==> config.mk <==
export PLATFORM = sky130hd
export DESIGN_NAME = lalu_core
export DESIGN_NICKNAME = d
export VERILOG_FILES = /design/src/lalu_pkg.sv /design/src/lalu_core.sv
export SDC_FILE = /design/constraint.sdc
export NUM_CORES = 1
export LEC_CHECK = 0
export BUFFER_PORTS_ARGS = -buffer_cell sky130_fd_sc_hd__buf_4
export CORE_MARGIN = 2
export CORE_UTILIZATION = 56
export CTS_CLUSTER_DIAMETER = 100
export DETAILED_ROUTE_END_ITERATION = 10
export PLACE_DENSITY = 0.82
export SLEW_MARGIN = 0
export SYNTH_ARGS = -nofsm -noshare
export SYNTH_HDL_FRONTEND = slang
export SYNTH_SLANG_ARGS = --single-unit
==> constraint.sdc <==
create_clock -name ref_clk -period 2.8 [get_ports ref_clk]
set_input_delay 0.28 -clock ref_clk [delete_from_list [all_inputs] [get_ports ref_clk]]
set_output_delay 0.28 -clock ref_clk [all_outputs]
set_load 0.01 [all_outputs]
==> src/lalu_pkg.sv <==
package lalu_pkg;

localparam int DATA_W = 8;

// operation select codes driven by the decoder
typedef enum logic [3:0] {
    LALU_OP_NONE = 4'b0000,
    LALU_OP_AND = 4'b0001,
    LALU_OP_OR = 4'b0010,
    LALU_OP_XOR = 4'b0011,
    LALU_OP_ZERO = 4'b0100,
    LALU_OP_INV = 4'b0101,
    LALU_OP_RL = 4'b0110,
    LALU_OP_RLC = 4'b0111,
    LALU_OP_RR = 4'b1000,
    LALU_OP_RRC = 4'b1001,
    LALU_OP_SWAP = 4'b1010
} lalu_op_t;

// operand source / destination form
typedef enum logic [2:0] {
    LALU_SRC_BANK = 3'b000,
    LALU_SRC_DIRECT = 3'b001,
    LALU_SRC_POINTER = 3'b010,
    LALU_SRC_IMM = 3'b011,
    LALU_DST_DIRECT_ACC = 3'b100,
    LALU_DST_DIRECT_IMM = 3'b101
} lalu_form_t;

// cycle counts per form
localparam logic [1:0] CYC_BANK = 2'h1;
localparam logic [1:0] CYC_DIRECT = 2'h2;
localparam logic [1:0] CYC_POINTER = 2'h2;
localparam logic [1:0] CYC_IMM = 2'h2;
localparam logic [1:0] CYC_DST_ACC = 2'h3;
localparam logic [1:0] CYC_DST_IMM = 2'h3;
localparam logic [1:0] CYC_UNARY = 2'h1;

// instruction lengths in bytes per form
localparam logic [1:0] LEN_BANK = 2'h1;
localparam logic [1:0] LEN_DIRECT = 2'h2;
localparam logic [1:0] LEN_POINTER = 2'h1;
localparam logic [1:0] LEN_IMM = 2'h2;
localparam logic [1:0] LEN_DST_ACC = 2'h2;
localparam logic [1:0] LEN_DST_IMM = 2'h3;
localparam logic [1:0] LEN_UNARY = 2'h1;

localparam logic [7:0] ACC_RESET = 8'h00;
localparam logic CARRY_RESET = 1'b0;

endpackage

==> src/lalu_core.sv <==
`timescale 1ns/1ps

module lalu_core #(
    parameter int DATA_W = lalu_pkg::DATA_W
) (
    input wire logic ref_clk, // cpu clock
    input wire logic rst, // synchronous reset, active high
    input wire logic start, // one-cycle pulse: begin an instruction
    input wire lalu_pkg::lalu_op_t op, // operation select, sampled at start
    input wire lalu_pkg::lalu_form_t form, // operand form, sampled at start
    input wire logic [DATA_W-1:0] operand_a, // bank/direct/ram/immediate byte, at start
    input wire logic [DATA_W-1:0] operand_b, // immediate for direct-immediate form, at start
    output logic [DATA_W-1:0] acc, // accumulator
    output logic carry, // carry flag
    output logic busy, // instruction in progress
    output logic done, // one-cycle pulse at completion
    output logic [1:0] instr_len, // byte length of the finishing instruction
    output logic mem_we, // one-cycle pulse: write mem_wdata to direct byte
    output logic [DATA_W-1:0] mem_wdata // write-back data
);

////////////////////////////////////////////////////////////////////////////////

typedef enum logic [1:0] {
    LALU_IDLE = 2'b00,
    LALU_RUN = 2'b01
} lalu_state_t;

// sequencer state, counters and registered outputs
lalu_state_t state_reg, state_next;
logic [1:0] cnt_reg, cnt_next;
logic [DATA_W-1:0] acc_reg, acc_next;
logic carry_reg, carry_next;
logic [DATA_W-1:0] res_reg, res_next;
logic to_mem_reg, to_mem_next;
logic [1:0] len_reg, len_next;
logic done_reg, done_next;
logic we_reg, we_next;
logic [DATA_W-1:0] wdata_reg, wdata_next;

// combinational datapath terms
logic [DATA_W-1:0] lhs;
logic [DATA_W-1:0] rhs;
logic [DATA_W-1:0] result;
logic carry_res;
logic [1:0] cycles;
logic [1:0] length;
logic is_unary;

////////////////////////////////////////////////////////////////////////////////
// operand routing and datapath
// the result is formed once, from the accumulator, carry and operands that
// stand at the taking edge; multi-cycle forms park it in res_reg, so the
// decoder may change its operand lines while the instruction runs
// direct-immediate form: the direct byte comes on operand_a, the immediate
// on operand_b, and the accumulator takes no part
// each bitwise result bit depends only on the same bit of both operands

always_comb
begin
    is_unary = (op != lalu_pkg::LALU_OP_AND) && (op != lalu_pkg::LALU_OP_OR)
        && (op != lalu_pkg::LALU_OP_XOR);
    lhs = acc_reg;
    rhs = operand_a;
    if (form == lalu_pkg::LALU_DST_DIRECT_IMM)
    begin
        lhs = operand_a;
        rhs = operand_b;
    end
    result = acc_reg;
    carry_res = carry_reg;
    // ops outside the decoded set leave acc and carry as they are
    unique case (op)
        lalu_pkg::LALU_OP_AND: result = lhs & rhs;
        lalu_pkg::LALU_OP_OR: result = lhs | rhs;
        lalu_pkg::LALU_OP_XOR: result = lhs ^ rhs;
        lalu_pkg::LALU_OP_ZERO: result = '0;
        lalu_pkg::LALU_OP_INV: result = ~acc_reg;
        lalu_pkg::LALU_OP_RL: result = {acc_reg[DATA_W-2:0], acc_reg[DATA_W-1]};
        lalu_pkg::LALU_OP_RR: result = {acc_reg[0], acc_reg[DATA_W-1:1]};
        lalu_pkg::LALU_OP_RLC:
        begin
            result = {acc_reg[DATA_W-2:0], carry_reg};
            carry_res = acc_reg[DATA_W-1];
        end
        lalu_pkg::LALU_OP_RRC:
        begin
            result = {carry_reg, acc_reg[DATA_W-1:1]};
            carry_res = acc_reg[0];
        end
        lalu_pkg::LALU_OP_SWAP:
            result = {acc_reg[DATA_W/2-1:0], acc_reg[DATA_W-1:DATA_W/2]};
        default: result = acc_reg;
    endcase
end

////////////////////////////////////////////////////////////////////////////////
// cycle and length per form
// unary operations finish in one cycle whatever form code is presented, so a
// stale form left on the bus by the decoder cannot stretch them
// an unused form code on a binary operation is handled as the bank form,
// which keeps the sequencer from ever waiting on an undefined count

always_comb
begin
    cycles = lalu_pkg::CYC_UNARY;
    length = lalu_pkg::LEN_UNARY;
    if (!is_unary)
    begin
        unique case (form)
            lalu_pkg::LALU_SRC_BANK:
            begin
                cycles = lalu_pkg::CYC_BANK;
                length = lalu_pkg::LEN_BANK;
            end
            lalu_pkg::LALU_SRC_DIRECT:
            begin
                cycles = lalu_pkg::CYC_DIRECT;
                length = lalu_pkg::LEN_DIRECT;
            end
            lalu_pkg::LALU_SRC_POINTER:
            begin
                cycles = lalu_pkg::CYC_POINTER;
                length = lalu_pkg::LEN_POINTER;
            end
            lalu_pkg::LALU_SRC_IMM:
            begin
                cycles = lalu_pkg::CYC_IMM;
                length = lalu_pkg::LEN_IMM;
            end
            lalu_pkg::LALU_DST_DIRECT_ACC:
            begin
                cycles = lalu_pkg::CYC_DST_ACC;
                length = lalu_pkg::LEN_DST_ACC;
            end
            lalu_pkg::LALU_DST_DIRECT_IMM:
            begin
                cycles = lalu_pkg::CYC_DST_IMM;
                length = lalu_pkg::LEN_DST_IMM;
            end
            default:
            begin
                cycles = lalu_pkg::CYC_BANK;
                length = lalu_pkg::LEN_BANK;
            end
        endcase
    end
end

////////////////////////////////////////////////////////////////////////////////
// sequencer: result is computed at start and committed on the last cycle
// the count is loaded with cycles minus two: the taking edge and the
// committing edge each account for one cycle, the count covers the rest
// start is looked at only in idle; a start that arrives while an instruction
// runs is dropped, not queued, so the decoder must wait for done
// write-back forms leave the accumulator alone and pulse mem_we with done

always_comb
begin
    state_next = state_reg;
    cnt_next = cnt_reg;
    acc_next = acc_reg;
    carry_next = carry_reg;
    res_next = res_reg;
    to_mem_next = to_mem_reg;
    len_next = len_reg;
    done_next = 1'b0;
    we_next = 1'b0;
    wdata_next = wdata_reg;
    unique case (state_reg)
        LALU_IDLE:
        begin
            if (start && op != lalu_pkg::LALU_OP_NONE)
            begin
                len_next = length;
                if (cycles == 2'h1)
                begin
                    acc_next = result;
                    // carry moves only for the through-carry rotates; for every
                    // other operation carry_res is simply carry_reg
                    carry_next = carry_res;
                    done_next = 1'b1;
                end
                else
                begin
                    res_next = result;
                    // the committed result goes either to the direct byte or to acc
                    to_mem_next = !is_unary && (form == lalu_pkg::LALU_DST_DIRECT_ACC
                        || form == lalu_pkg::LALU_DST_DIRECT_IMM);
                    cnt_next = cycles - 2'h2;
                    state_next = LALU_RUN;
                end
            end
        end
        LALU_RUN:
        begin
            if (cnt_reg == 2'h0)
            begin
                state_next = LALU_IDLE;
                done_next = 1'b1;
                if (to_mem_reg)
                begin
                    we_next = 1'b1;
                    wdata_next = res_reg;
                end
                else
                begin
                    acc_next = res_reg;
                end
            end
            else
            begin
                // three-cycle forms spend one extra run cycle here
                cnt_next = cnt_reg - 2'h1;
            end
        end
        default: state_next = LALU_IDLE;
    endcase
end

always_ff @(posedge ref_clk)
begin
    if (rst)
    begin
        // every register is cleared, so outputs show a known idle state
        // from the first cycle after release
        state_reg <= LALU_IDLE;
        cnt_reg <= 2'h0;
        acc_reg <= lalu_pkg::ACC_RESET;
        carry_reg <= lalu_pkg::CARRY_RESET;
        res_reg <= '0;
        to_mem_reg <= 1'b0;
        len_reg <= 2'h0;
        done_reg <= 1'b0;
        we_reg <= 1'b0;
        wdata_reg <= '0;
    end
    else
    begin
        state_reg <= state_next;
        cnt_reg <= cnt_next;
        acc_reg <= acc_next;
        carry_reg <= carry_next;
        res_reg <= res_next;
        to_mem_reg <= to_mem_next;
        len_reg <= len_next;
        done_reg <= done_next;
        we_reg <= we_next;
        wdata_reg <= wdata_next;
    end
end

////////////////////////////////////////////////////////////////////////////////

// busy follows the next state, so it rises in the first run cycle and is
// already low in the cycle that carries done
// it sits in its own register group to keep output decoding out of the
// sequencer's next-state logic
logic busy_reg;
logic busy_next;

always_comb
begin
    busy_next = (state_next == LALU_RUN);
end

always_ff @(posedge ref_clk)
begin
    if (rst)
    begin
        busy_reg <= 1'b0;
    end
    else
    begin
        busy_reg <= busy_next;
    end
end

// every output is a plain register copy; done and mem_we are one-cycle
// pulses, acc, carry, instr_len and mem_wdata hold until next written
assign acc = acc_reg;
assign carry = carry_reg;
assign busy = busy_reg;
assign done = done_reg;
assign instr_len = len_reg;
assign mem_we = we_reg;
assign mem_wdata = wdata_reg;

endmodule

==> results.cfg <==
[layout]
antenna_cells = 0
area_growth_pct = 15.7
drive_gt1_frac = 0.216
nets = 418
final_core_util = 0.687
final_cells = 427
final_area_mm2 = 0.00305

[cts]
postCtsHoldBufs = 0
numCtsBuffers = 5
cts_tree = built
insertion_delay_ns = 0.28
clockBufferDepth = 2
post_cts_buffers = 0
cts_root_buf = clkbuf_8
cts.clk_slew.worst_paths_ns = 0.07
h-tree-depth = 2
cts_num_sinks = 35
cts_resized = 0

[drt]
post_drt_via_cell_ratio = 6.05
drtIter0Drc = 276
drc = 0
antenna_left = 0
dr.pass1.iters = 4
totalWireLength_um = 6420
vias = 2582
wire_per_inst_um = 15.0

[logic_synthesis]
netlist_instances = 339
yosysMostFrequentCell = nand2_1
netlist-cell-type-count = 57
yosysTopAreaCellShare = 0.266
synth_top_area_cell = dfxtp_1
netlist_area_mm2 = 0.00264
ys.flop_type = dfxtp_1
synth_nets = 382
ys_ff_latch = 35
ys_seq_area_frac = 0.266
syn_avg_cell_area_um2 = 7.78
async_reset_ff_frac = 0
synth_common_cells = 39 x nand2_1, 37 x nor2_1, 35 x dfxtp_1
synth_edf_count = 0
synthTopCellsByArea = dfxtp_1 27%, ha_1 8.1%, a21oi_1 5.7%, nand2_1 5.5%, nor2_1 5.3%
yosys_warnings = 0

[sta]
skew_ns = 0.00442
max_freq_mhz = 412
maxSlewViolCount = 0
setup_violations = 0
relSlewSlack = 0.519
worst_pin_slew_ns = 0.722
min_period_ns = 2.43
fin_crit_sh = 0.866
fin_setup_tns_ns = 0
grt_setup_unrepaired = no
finalHoldViolCount = 0

[worst_setup_path]
crit_fanout = 7
slowest_delay_ns = 0.30
arrival_ns = 2.62
worst_path_dominant_cell_family = compound AO/OA/AOI/OAI gates
worstPathCellList = buf_4, nor2b_1, nand2_1, buf_4, mux2i_1, inv_1, ha_1, nand3b_1, a21o_1, a32oi_1, o211ai_1, a311oi_2
start_kind = input port
cp-end-kind = flip-flop
path_buf_inv = 3
cp_slowest_cell = nand2_1
worstPathRequired_ns = 3.00
critical_path_class = in -> reg
crit_top_cell = buf_4

[status]
status = finished, final reports clean

[run]
cap_violations = 0

[hold_path]
hp-class = in -> reg

[floorplanning]
die_width_um = 72.6
io_pins = 48
core-area_mm2 = 0.00444
start_util = 0.594
row_count = 24
die_area_mm2 = 0.00528
dieHeight_um = 72.6

[placed_design]
portBuffers = 47
dp_hpwl_um = 4710
dp.cells = 420
gp_congestion = 0.967
place_area_mm2 = 0.00297

[pwr]
leakage_nw = 1.28
power.density_mw_per_mm2 = 392
ir_worst_vdd_mv = 0.385

[global_route]
grt.total_usage = 0.259
overflow = 0
grt_pass1_vias = 2355
grt_max_degree = 37
grt_pass1_wl_um = 10900
antenna_found_initial = 0
metrics by stage:
step	power, mW	hold slack (ns)	setup slack, ns
floorplan	0.748	0.432	0.369
global placement	0.830	0.442	0.214
detailed placement	0.840	0.450	0.106
CTS	1.20	0.372	0.388
global route	1.26	0.396	0.248
finish	1.20	0.381	0.374
where the power goes:
group          total [mW]  internal [mW]  switching (mW)
sequential          0.538          0.513          0.0255
combinational       0.296          0.135           0.161
clock               0.362          0.193           0.169
final timing paths:
path                                endpoint  slack (ns)    startpoint  depth (start not counted)
worst max register to register        acc[0]        0.55        acc[0]                          8
worst max-delay path                  acc[4]        0.37       form[2]                         12
worst min register to register  mem_wdata[0]        0.45  mem_wdata[0]                          2
worst min-delay path              cnt_reg[0]        0.38       form[1]                          4
layout by cell type, fill, tap and decap left out, types with 6 or more instances in the layout:
cell type | netlist | routed
a311oi_1 | 7 | 7
nor3_1 | 6 | 6
nor2_1 | 37 | 37
o221ai_1 | 11 | 11
nand2_1 | 39 | 39
mux2i_1 | 11 | 11
a211oi_1 | 10 | 10
ha_1 | 17 | 17
mux2_2 | 9 | 9
nor2b_1 | 12 | 12
a21oi_1 | 30 | 30
dfxtp_1 | 35 | 35
inv_1 | 28 | 28
buf_4 | 1 | 52
clkbuf_8 | 0 | 6
worst register-to-register path, delay by kind of cell, from the launching register on:
kind	cells	cell delay, ns
compound gates	4	1.07
mux	1	0.24
flops	1	0.50
simple gates	1	0.13
fa+ha+maj	1	0.18
buf+inv	1	0.04
layout make-up:
| class | count | area, um2 |
|---|---|---|
| multi-input cells | 253 | 1710 |
| fillers | 386 | 1390 |
| flip-flops and latches | 35 | 701 |
| repair buffers | 52 | 390 |
| inverters | 28 | 105 |
| clock buffers | 6 | 82.6 |
| well taps | 52 | 65.1 |
| clock inverters | 1 | 5.00 |
metal layers:
metal | wire [um] | track usage
met1 | 2780 | 0.338
met2 | 3130 | 0.424
met3 | 409 | 0.0456
met4 | 101 | 0.107
met5 | 0 | 0
kinds of logic (layout without fill, tap and decap cells):
group	count (synthesis)	count (layout)	synth area share
other	1	1	0.00142
DFF	35	35	0.266
adders and majority gates	17	17	0.0806
buffers and inverters	51	87	0.0882
muxes	20	20	0.0801
and+or+nand+nor	121	121	0.220
AOI/OAI and AO/OA	94	94	0.264
(Power assumes the default switching activity.)
